[config.mk]
export PLATFORM = sky130hd
export DESIGN_NAME = wcso_top
export DESIGN_NICKNAME = d
export VERILOG_FILES = /design/src/rtl/wcso_pkg.sv /design/src/rtl/wcso_sync.sv /design/src/rtl/wcso_top.sv
export VERILOG_INCLUDE_DIRS = /design/src /design/src/rtl
export SDC_FILE = /design/constraint.sdc
export NUM_CORES = 1
export LEC_CHECK = 0
export ABC_AREA = 1
export BUFFER_PORTS_ARGS = -buffer_cell sky130_fd_sc_hd__buf_2
export CORE_UTILIZATION = 55
export DETAILED_ROUTE_END_ITERATION = 8
export PLACE_DENSITY_LB_ADDON = 0.25
export SLEW_MARGIN = 30
export SYNTH_ARGS = -nofsm -noshare
export SYNTH_HDL_FRONTEND = slang
export SYNTH_SLANG_ARGS = --single-unit
export TNS_END_PERCENT = 1
[constraint.sdc]
create_clock -name pclk -period 2.7 [get_ports pclk]
set_input_delay 0.27 -clock pclk [delete_from_list [all_inputs] [get_ports pclk]]
set_output_delay 0.27 -clock pclk [all_outputs]
set_load 0.01 [all_outputs]
[src/rtl/wcso_map.svh]
// Functional notes
// - Cycle-done rises when the hold interval of the weld sequence ends.
// - Cycle-start still present at hold end keeps cycle-done while it stays.
// - Cycle-start already released at hold end gives a 40 ms cycle-done pulse.
// - A nonzero pause interval keeps cycle-done for the whole pause.
// - A shown message or alarm keeps cycle-done until it is cleared.
// - Current-on rises with first current: pre-weld, weld or upslope.
// - Current-on spans all weld and slope intervals, drops when current ends.
// - Select lines are binary weighted from 1; their sum is the program number.
// - Initial-resistance mode flags out-of-limit resistance; energy mode adds time limits.
// - Final-resistance mode flags out-of-limit resistance; energy mode adds time limits.
// - Weld-fault stays set until cleared from the panel or the fault-reset input.
`ifndef WCSO_MAP_SVH
`define WCSO_MAP_SVH
// Register byte offsets
`define WCSO_CTRL_OFS     8'h00
`define WCSO_RES_MIN_OFS  8'h04
`define WCSO_RES_MAX_OFS  8'h08
`define WCSO_TIME_MIN_OFS 8'h0C
`define WCSO_TIME_MAX_OFS 8'h10
`define WCSO_PAUSE_OFS    8'h14
`define WCSO_STATUS_OFS   8'h18
`define WCSO_IRQ_STAT_OFS 8'h1C
`define WCSO_IRQ_MASK_OFS 8'h20
// Control fields
`define WCSO_CTRL_MODE_LSB 0
`define WCSO_CTRL_ENE_BIT  2
`define WCSO_CTRL_CLR_BIT  3
// Interrupt bits
`define WCSO_IRQ_DONE  0
`define WCSO_IRQ_FAULT 1
`define WCSO_IRQ_PROG  2
// Reset values
`define WCSO_RES_MIN_RST  16'h0000
`define WCSO_RES_MAX_RST  16'hFFFF
`define WCSO_TIME_MIN_RST 16'h0000
`define WCSO_TIME_MAX_RST 16'hFFFF
// Timing
`define WCSO_CLK_HZ    200000000
`define WCSO_MS_PER_S  1000
`define WCSO_DONE_MS   40
`define WCSO_MS_CYCLES (`WCSO_CLK_HZ / `WCSO_MS_PER_S)
`endif

[src/rtl/wcso_pkg.sv]
package wcso_pkg;
  // Resistance check selection
  typedef enum logic [1:0] {
    WCSO_CHK_OFF   = 2'h0,
    WCSO_CHK_INIT  = 2'h1,
    WCSO_CHK_FINAL = 2'h2
  } wcso_chk_t;

  // Cycle-done sequencer states
  typedef enum logic [1:0] {
    WCSO_ST_IDLE = 2'b01,
    WCSO_ST_HOLD = 2'b10
  } wcso_state_t;

  // Phase flags from the weld sequencer
  typedef struct packed {
    logic hold_done;
    logic preweld;
    logic upslope;
    logic weld;
    logic downslope;
  } wcso_seq_t;

  // Measurement result of one weld
  typedef struct packed {
    logic        valid;
    logic [15:0] init_res;
    logic [15:0] final_res;
    logic [15:0] weld_time;
  } wcso_meas_t;
endpackage

[src/rtl/wcso_sync.sv]
`timescale 1ns/1ps
// Two-stage synchroniser for pin inputs
module wcso_sync #(
  parameter int W = 1
) (
  input  wire logic         pclk,
  input  wire logic         presetn,
  input  wire logic [W-1:0] d,
  output logic      [W-1:0] q
);
  logic [W-1:0] meta_q;

  // First stage feeds only the second
  always_ff @(posedge pclk or negedge presetn) begin
    if (!presetn) begin
      meta_q <= '0;
      q      <= '0;
    end else begin
      meta_q <= d;
      q      <= meta_q;
    end
  end
endmodule // wcso_sync

[src/rtl/wcso_top.sv]
// Our own choices: the placing of the registers and register access over APB.
`timescale 1ns/1ps
`include "wcso_map.svh"
module wcso_top import wcso_pkg::*; #(
  parameter int MS_CYCLES = `WCSO_MS_CYCLES,
  parameter int DONE_MS   = `WCSO_DONE_MS,
  parameter int NSEL      = 8
) (
  input  wire logic            pclk,
  input  wire logic            presetn,
  input  wire logic            psel,
  input  wire logic            penable,
  input  wire logic            pwrite,
  input  wire logic [7:0]      paddr,
  input  wire logic [31:0]     pwdata,
  output logic      [31:0]     prdata,
  output logic                 pready,
  output logic                 pslverr,
  input  wire wcso_seq_t       seq,
  input  wire wcso_meas_t      meas,
  input  wire logic            msg_shown,
  input  wire logic            cycle_start,
  input  wire logic            fault_reset,
  input  wire logic [NSEL-1:0] program_select_line,
  output logic                 cycle_done,
  output logic                 current_on,
  output logic                 weld_fault,
  output logic [NSEL-1:0]      program_num,
  output logic                 irq
);
  // Binary weighted sum of the select lines
  function automatic logic [NSEL-1:0] prog_decode(input logic [NSEL-1:0] l);
    logic [NSEL-1:0] s;
    s = '0;
    for (int i = 0; i < NSEL; i++) begin
      if (l[i]) begin
        s = s | (NSEL'(1) << i);
      end
    end
    return s;
  endfunction

  // Limit comparison
  function automatic logic out_of(input logic [15:0] v,
                                  input logic [15:0] lo,
                                  input logic [15:0] hi);
    return (v < lo) || (v > hi);
  endfunction

  // Address match for one register
  function automatic logic hit_at(input logic [7:0] a,
                                  input logic [7:0] ofs);
    return a == ofs;
  endfunction

  // Synchronised pins
  logic [NSEL+1:0] pins_s;
  logic            start_s;
  logic            frst_s;
  logic [NSEL-1:0] sel_s;

  wcso_sync #(.W(NSEL + 2)) wcso_sync_inst (
    .pclk    (pclk),
    .presetn (presetn),
    .d       ({cycle_start, fault_reset, program_select_line}),
    .q       (pins_s)
  );

  assign start_s = pins_s[NSEL+1];
  assign frst_s  = pins_s[NSEL];
  assign sel_s   = pins_s[NSEL-1:0];

  // Registers
  logic [2:0]  ctrl_q;
  logic [15:0] res_min_q;
  logic [15:0] res_max_q;
  logic [15:0] time_min_q;
  logic [15:0] time_max_q;
  logic [15:0] pause_q;
  logic [2:0]  ist_q;
  logic [2:0]  imask_q;
  logic [31:0] prdata_q;
  logic        pready_q;
  logic        pslverr_q;

  // Block state
  wcso_state_t     st_q;
  wcso_state_t     st_d;
  logic            done_q;
  logic            cur_q;
  logic            fault_q;
  logic [NSEL-1:0] prog_q;
  logic            irq_q;
  logic            start_d1_q;
  logic            frst_d1_q;
  logic            keep_start_q;
  logic [15:0]     pulse_q;
  logic [15:0]     pause_cnt_q;
  logic [31:0]     div_q;
  logic            ms_tick;

  // APB decode
  wire        acc      = psel & penable & ~pready_q;
  wire        wr_en    = psel & penable & pready_q & pwrite & ~pslverr_q;
  wire        hit_ctrl = hit_at(paddr, `WCSO_CTRL_OFS);
  wire        hit_rmin = hit_at(paddr, `WCSO_RES_MIN_OFS);
  wire        hit_rmax = hit_at(paddr, `WCSO_RES_MAX_OFS);
  wire        hit_tmin = hit_at(paddr, `WCSO_TIME_MIN_OFS);
  wire        hit_tmax = hit_at(paddr, `WCSO_TIME_MAX_OFS);
  wire        hit_paus = hit_at(paddr, `WCSO_PAUSE_OFS);
  wire        hit_stat = hit_at(paddr, `WCSO_STATUS_OFS);
  wire        hit_ist  = hit_at(paddr, `WCSO_IRQ_STAT_OFS);
  wire        hit_imsk = hit_at(paddr, `WCSO_IRQ_MASK_OFS);
  wire        hit_any  = hit_ctrl | hit_rmin | hit_rmax | hit_tmin | hit_tmax |
                         hit_paus | hit_stat | hit_ist | hit_imsk;
  wire        panel_clr = wr_en & hit_ctrl & pwdata[`WCSO_CTRL_CLR_BIT];

  // Status word: program, state and output levels
  wire [31:0] status_word = {16'h0, 8'(prog_q), 4'h0, st_q == WCSO_ST_HOLD, fault_q, cur_q, done_q};

  // Read data select
  wire [31:0] rd_mux =
    hit_ctrl ? {29'h0, ctrl_q} :
    hit_rmin ? {16'h0, res_min_q} :
    hit_rmax ? {16'h0, res_max_q} :
    hit_tmin ? {16'h0, time_min_q} :
    hit_tmax ? {16'h0, time_max_q} :
    hit_paus ? {16'h0, pause_q} :
    hit_stat ? status_word :
    hit_ist  ? {29'h0, ist_q} :
    hit_imsk ? {29'h0, imask_q} : 32'h0;

  // Bus handshake, one wait state per access
  always_ff @(posedge pclk or negedge presetn) begin
    if (!presetn) begin
      pready_q  <= 1'b0;
      pslverr_q <= 1'b0;
      prdata_q  <= 32'h0;
    end else begin
      pready_q  <= acc;
      pslverr_q <= acc & ~hit_any;
      if (acc && !pwrite) begin
        prdata_q <= rd_mux;
      end
    end
  end

  // Configuration writes
  always_ff @(posedge pclk or negedge presetn) begin
    if (!presetn) begin
      ctrl_q     <= 3'h0;
      res_min_q  <= `WCSO_RES_MIN_RST;
      res_max_q  <= `WCSO_RES_MAX_RST;
      time_min_q <= `WCSO_TIME_MIN_RST;
      time_max_q <= `WCSO_TIME_MAX_RST;
      pause_q    <= 16'h0;
      imask_q    <= 3'h0;
    end else if (wr_en) begin
      if (hit_ctrl) ctrl_q     <= pwdata[2:0];
      if (hit_rmin) res_min_q  <= pwdata[15:0];
      if (hit_rmax) res_max_q  <= pwdata[15:0];
      if (hit_tmin) time_min_q <= pwdata[15:0];
      if (hit_tmax) time_max_q <= pwdata[15:0];
      if (hit_paus) pause_q    <= pwdata[15:0];
      if (hit_imsk) imask_q    <= pwdata[2:0];
    end
  end

  // Millisecond enable
  always_ff @(posedge pclk or negedge presetn) begin
    if (!presetn) begin
      div_q <= 32'h0;
    end else if (div_q == 32'(MS_CYCLES - 1)) begin
      div_q <= 32'h0;
    end else begin
      div_q <= div_q + 32'h1;
    end
  end
  assign ms_tick = div_q == 32'(MS_CYCLES - 1);

  // Edges of synchronised pins
  always_ff @(posedge pclk or negedge presetn) begin
    if (!presetn) begin
      start_d1_q <= 1'b0;
      frst_d1_q  <= 1'b0;
    end else begin
      start_d1_q <= start_s;
      frst_d1_q  <= frst_s;
    end
  end
  wire start_rise = start_s & ~start_d1_q;
  wire frst_rise  = frst_s & ~frst_d1_q;

  // Reasons that hold cycle-done
  wire start_hold = keep_start_q & start_s;
  wire pulse_run  = pulse_q != 16'h0;
  wire pause_run  = pause_cnt_q != 16'h0;
  wire keep_done  = start_hold | pulse_run | pause_run | msg_shown;

  // Cycle-done state transitions
  always_comb begin
    st_d = st_q;
    case (st_q)
      WCSO_ST_IDLE: begin
        if (seq.hold_done) st_d = WCSO_ST_HOLD;
      end
      WCSO_ST_HOLD: begin
        if (!seq.hold_done && !keep_done) st_d = WCSO_ST_IDLE;
      end
      default: st_d = WCSO_ST_IDLE;
    endcase
  end

  // Sequencer state and cycle-done output
  wire done_d = st_d == WCSO_ST_HOLD;
  always_ff @(posedge pclk or negedge presetn) begin
    if (!presetn) begin
      st_q   <= WCSO_ST_IDLE;
      done_q <= 1'b0;
    end else begin
      st_q   <= st_d;
      done_q <= done_d;
    end
  end

  // Start seen at hold end, kept while the pin stays high
  always_ff @(posedge pclk or negedge presetn) begin
    if (!presetn) begin
      keep_start_q <= 1'b0;
    end else if (seq.hold_done) begin
      keep_start_q <= start_s;
    end else if (!start_s) begin
      keep_start_q <= 1'b0;
    end
  end

  // Fixed pulse when start was already released, in ms ticks
  wire [15:0] pulse_load = start_s ? 16'h0 : 16'(DONE_MS);
  always_ff @(posedge pclk or negedge presetn) begin
    if (!presetn) begin
      pulse_q <= 16'h0;
    end else if (seq.hold_done) begin
      pulse_q <= pulse_load;
    end else if (ms_tick && pulse_run) begin
      pulse_q <= pulse_q - 16'h1;
    end
  end

  // Pause interval counted from hold end
  always_ff @(posedge pclk or negedge presetn) begin
    if (!presetn) begin
      pause_cnt_q <= 16'h0;
    end else if (seq.hold_done) begin
      pause_cnt_q <= pause_q;
    end else if (ms_tick && pause_run) begin
      pause_cnt_q <= pause_cnt_q - 16'h1;
    end
  end

  // Current-on follows any current-carrying phase
  wire cur_d = seq.preweld | seq.upslope | seq.weld | seq.downslope;
  always_ff @(posedge pclk or negedge presetn) begin
    if (!presetn) begin
      cur_q <= 1'b0;
    end else begin
      cur_q <= cur_d;
    end
  end

  // Fault criteria for resistance checks
  wire [1:0] mode   = ctrl_q[`WCSO_CTRL_MODE_LSB +: 2];
  wire       ene    = ctrl_q[`WCSO_CTRL_ENE_BIT];
  wire       t_bad  = ene & out_of(meas.weld_time, time_min_q, time_max_q);
  wire       i_bad  = (mode == WCSO_CHK_INIT) &
                      (out_of(meas.init_res, res_min_q, res_max_q) | t_bad);
  wire       f_bad  = (mode == WCSO_CHK_FINAL) &
                      (out_of(meas.final_res, res_min_q, res_max_q) | t_bad);
  wire       f_set  = meas.valid & (i_bad | f_bad);
  wire       f_clr  = panel_clr | frst_rise;

  // Fault latch, a new fault beats a clear
  always_ff @(posedge pclk or negedge presetn) begin
    if (!presetn) begin
      fault_q <= 1'b0;
    end else if (f_set) begin
      fault_q <= 1'b1;
    end else if (f_clr) begin
      fault_q <= 1'b0;
    end
  end

  // Program number sampled on cycle start
  wire [NSEL-1:0] prog_d = prog_decode(sel_s);
  wire            prog_chg = start_rise & (prog_d != prog_q);
  always_ff @(posedge pclk or negedge presetn) begin
    if (!presetn) begin
      prog_q <= '0;
    end else if (start_rise) begin
      prog_q <= prog_d;
    end
  end

  // Sticky interrupt status, write one to clear, set wins
  wire [2:0] ev;
  assign ev[`WCSO_IRQ_DONE]  = (st_q == WCSO_ST_IDLE) & (st_d == WCSO_ST_HOLD);
  assign ev[`WCSO_IRQ_FAULT] = f_set & ~fault_q;
  assign ev[`WCSO_IRQ_PROG]  = prog_chg;
  wire [2:0] w1c = (wr_en & hit_ist) ? pwdata[2:0] : 3'h0;
  wire [2:0] ist_d = ev | (ist_q & ~w1c); // Next status, set beats clear
  wire       irq_d = |(ist_d & imask_q);

  genvar gi;
  generate
    for (gi = 0; gi < 3; gi++) begin : g_ist
      always_ff @(posedge pclk or negedge presetn) begin
        if (!presetn) begin
          ist_q[gi] <= 1'b0;
        end else if (ev[gi]) begin
          ist_q[gi] <= 1'b1;
        end else if (w1c[gi]) begin
          ist_q[gi] <= 1'b0;
        end
      end
    end
  endgenerate

  // Interrupt line
  always_ff @(posedge pclk or negedge presetn) begin
    if (!presetn) begin
      irq_q <= 1'b0;
    end else begin
      irq_q <= irq_d;
    end
  end

  // Outputs straight from flops
  assign prdata      = prdata_q;
  assign pready      = pready_q;
  assign pslverr     = pslverr_q;
  assign cycle_done  = done_q;
  assign current_on  = cur_q;
  assign weld_fault  = fault_q;
  assign program_num = prog_q;
  assign irq         = irq_q;
endmodule // wcso_top

==> results.py <==
metrics = {
    "die": {
        "die_area_mm2": 0.0231,
        "initial_core_util_pct": 56.4,
        "boundaryPins": 156,
        "die_w_um": 152,
        "core-area_mm2": 0.0219,
        "rows": 54,
        "die_h_um": 152,
    },
    "power": {
        "power_switching_uw": 1820,
        "power.leakage_uw": 0.00678,
        "comb_power_share_pct": 11.1,
        "p_seq_share_pct": 45.8,
        "p_int_uw": 5350,
        "swShare_pct": 25.4,
        "power_density_mw_per_mm2": 506,
        "p_total_uw": 7170,
        "pwr-share-clk_pct": 43.1,
        "max-vdd-ir-drop_uv": 457,
    },
    "setup_path": {
        "critPathTopFamily": "simple AND/OR/NAND/NOR gates",
        "crit_start": "res_max_q[11]$_DFFE_PN1P_",
        "path_class": "register to register",
        "crit_required_ns": 3.09,
        "crit_path_end_kind": "register",
        "start_kind": "register",
        "timing.critical_path.cells": "inv_1 -> ha_1 -> nand2_1 -> nor4_1 -> nand3_1 -> nand2_1 -> nand2_1 -> inv_1 -> nand2_1 -> nand2_1 -> nand2_1 -> nand3_1 -> nand2_1 -> nand2_1 -> nand2_1",
        "rr_startpoint": "res_max_q[11]$_DFFE_PN1P_",
        "slowest_delay_ns": 0.55,
        "rr_worst_depth": 15,
        "slowest_stage": "dfstp_2",
        "cp_max_fo": 3,
        "cp.depth": 15,
        "critical_path.most_common_cell": "nand2_1",
        "worst-path-buf-inv": 2,
        "worstPathArrival_ns": 2.82,
    },
    "worst_hold_path": {
        "hold_start": "pwdata[9]",
        "hold_class": "primary input to register",
        "holdPathStages": 3,
    },
    "sta": {
        "final.setup_skew_ns": 0.0200,
        "max_clock_freq_ghz": 0.412,
        "slew_violations": 0,
        "worst_slew_pin_slew_ns": 0.686,
        "maxSlewHeadroom_pct": 53.9,
        "period_minus_slack_ns": 2.43,
        "setup_violations": 0,
        "rsz0062_at_grt": "no",
        "fin_crit_sh_pct": 90.0,
        "finalHoldViolCount": 0,
        "tns_ns": 0,
    },
    "synthesis": {
        "synth.distinct_cells": 54,
        "ys_ff_latch": 208,
        "synth_edf_count": 0,
        "synth_ff_type": "dfrtp_1",
        "synth_area_mm2": 0.0123,
        "synthArstFlopShare_pct": 100,
        "synth_top_area_share_pct": 35.5,
        "yosys_warnings": 0,
        "yosysTopAreaCell": "dfrtp_1",
        "avgSynthCellArea_um2": 8.05,
        "synth_seq_area_share_pct": 42.5,
        "synth_area_leaders": "dfrtp_1 35%, nand2_1 11%, ha_1 10%, dfstp_2 7.0%, inv_1 6.5%",
        "syn_inst": 1534,
    },
    "finish": {
        "area_delta_synth_final_pct": 14.9,
        "drive_gt1_share_pct": 15.6,
        "layout_common_cells": "355 x nand2_1, 214 x inv_1, 175 x dfrtp_1",
        "nets": 1894,
        "mostFrequentLayoutCell": "nand2_1",
        "diodes": 0,
        "design_area_mm2": 0.0142,
        "final_util_pct": 64.8,
    },
    "route": {
        "drt_pass1_iterations": 6,
        "wl_per_cell_um": 16.0,
        "totalWireLength_um": 31700,
        "viasPerCell": 5.44,
        "drc": 0,
        "route.vias.total": 10800,
        "ant_nets": 0,
        "drt_iter0_markers": 694,
    },
    "clock_network": {
        "cts_tree": "done",
        "clock-sinks": 208,
        "clk_path_buf_depth": 3,
        "clkTransAtPathRegs_ns": 0.06,
        "cts_htree_levels": 1,
        "root_buffer": "clkbuf_16",
        "clk_latency_ns": 0.52,
        "cts_inserted_buffers": 23,
    },
    "global_route": {
        "grt_pass1_vias": 10500,
        "antenna_found_initial": 0,
        "gr-total-overflow": 0,
        "grt_pass1_wl_um": 52400,
        "track_usage_pct": 28.0,
        "grt_max_degree": 74,
    },
    "run_status": {
        "status": "finished clean",
    },
    "flow_run": {
        "max-cap-violations": 0,
    },
    "placed_design": {
        "place_area_mm2": 0.0133,
        "port_buffers": 123,
        "gp_congestion": 0.954,
        "dp_hpwl_um": 24100,
    },
}
[state kept, by name, summed over array words and instances (netlist names), 2 cells and up]
| register | count |
|---|---|
| div_q | 32 |
| pause_cnt_q | 16 |
| pause_q | 16 |
| prdata | 16 |
| pulse_q | 16 |
| res_max_q | 16 |
| res_min_q | 16 |
| time_max_q | 16 |
| time_min_q | 16 |
| wcso_sync_inst.meta_q | 10 |
| wcso_sync_inst.q | 10 |
| program_num | 8 |
| ctrl_q | 3 |
| imask_q | 3 |
| ist_q | 3 |
| st_q | 2 |
[synth_stat cells (all sizes together) (25+ instances only)]
master	n
a21oi	71
buf	25
dfrtp	175
dfstp	33
ha	100
inv	224
nand2	363
nand3	46
nand4	29
nor2	121
nor3	37
o21ai	161
xor2	25
[worst register-to-register path, stage by stage, from the launching register on]
cell	delay [ns]
dfstp_2	0.55
inv_1	0.06
ha_1	0.29
nand2_1	0.09
nor4_1	0.46
nand3_1	0.13
nand2_1	0.09
nand2_1	0.06
inv_1	0.05
nand2_1	0.05
nand2_1	0.05
nand2_1	0.12
nand3_1	0.10
nand2_1	0.06
nand2_1	0.07
nand2_1	0.06
[path summary, 6_finish.rpt]
path	to	slack, ns
hold / removal	time_max_q[9]$_DFFE_PN1P_	0.09
hold reg to reg	wcso_sync_inst.q[7]$_DFF_PN0_	0.35
setup reg to reg	irq$_DFF_PN0_	0.27
min in group asynchronous	pulse_q[1]$_DFFE_PN0P_	0.23
setup / recovery	irq$_DFF_PN0_	0.27
max in group asynchronous	st_q[0]$_DFF_PN1_	1.63
[kinds of logic (layout without fill, tap and decap cells)]
group,Yosys count,after routing,synth area share [%]
AO/OA/AOI/OAI,293,293,13.3
XOR/XNOR,32,32,2.27
adder cells (fa/ha/maj),100,100,10.1
buffers and inverters,273,425,8.96
flip-flops,208,208,42.5
other,1,16,0.0304
AND/OR/NAND/NOR,627,627,22.9
[cell type report]
type,instances,area [um2]
Clock buffer,36,684
Clock inverter,6,58.8
Fill cell,1909,7700
Multi-Input combinational cell,1068,6050
Sequential cell,208,5250
Timing Repair Buffer,158,947
Inverter,225,846
Tap cell,280,350
[power by group through the flow]
stage	clock, uW	combinational (uW)	sequential, uW
after floorplan	0	457	3340
after global placement	0	749	3340
after detailed placement	0	779	3340
after CTS	3130	799	3290
after global routing	3250	918	3300
final	3090	796	3290
[routing by layer]
layer / vias to the layer above / global-route usage, % / routed length (um)
met2: 308 / 47.9 / 15300
met1: 5067 / 36.8 / 13700
met5: - / 0 / 0
met3: 71 / 3.34 / 1590
li1: 5325 / - / -
met4: 0 / 9.67 / 1110
[per-stage QoR]
stage / setup slack (ns) / cells / hold WS (ns)
after floorplan: 0.756 / 1549 / -0.0256
after global placement: 0.387 / 1925 / 0.199
after detailed placement: 0.368 / 1925 / 0.199
after CTS: 0.329 / 1981 / 0.0707
after global routing: 0.0520 / 1981 / 0.106
final: 0.271 / 1981 / 0.0864
[what timing repair did]
action                                  in CTS  in global routing
resized for setup                            0                  0
endpoints found under the setup margin       0                  0
buffers inserted                             0                  0
hold buffers                                14                  0
hold endpoints to repair                    44                  0
No activity file was read; power rests on OpenSTA's default activity.
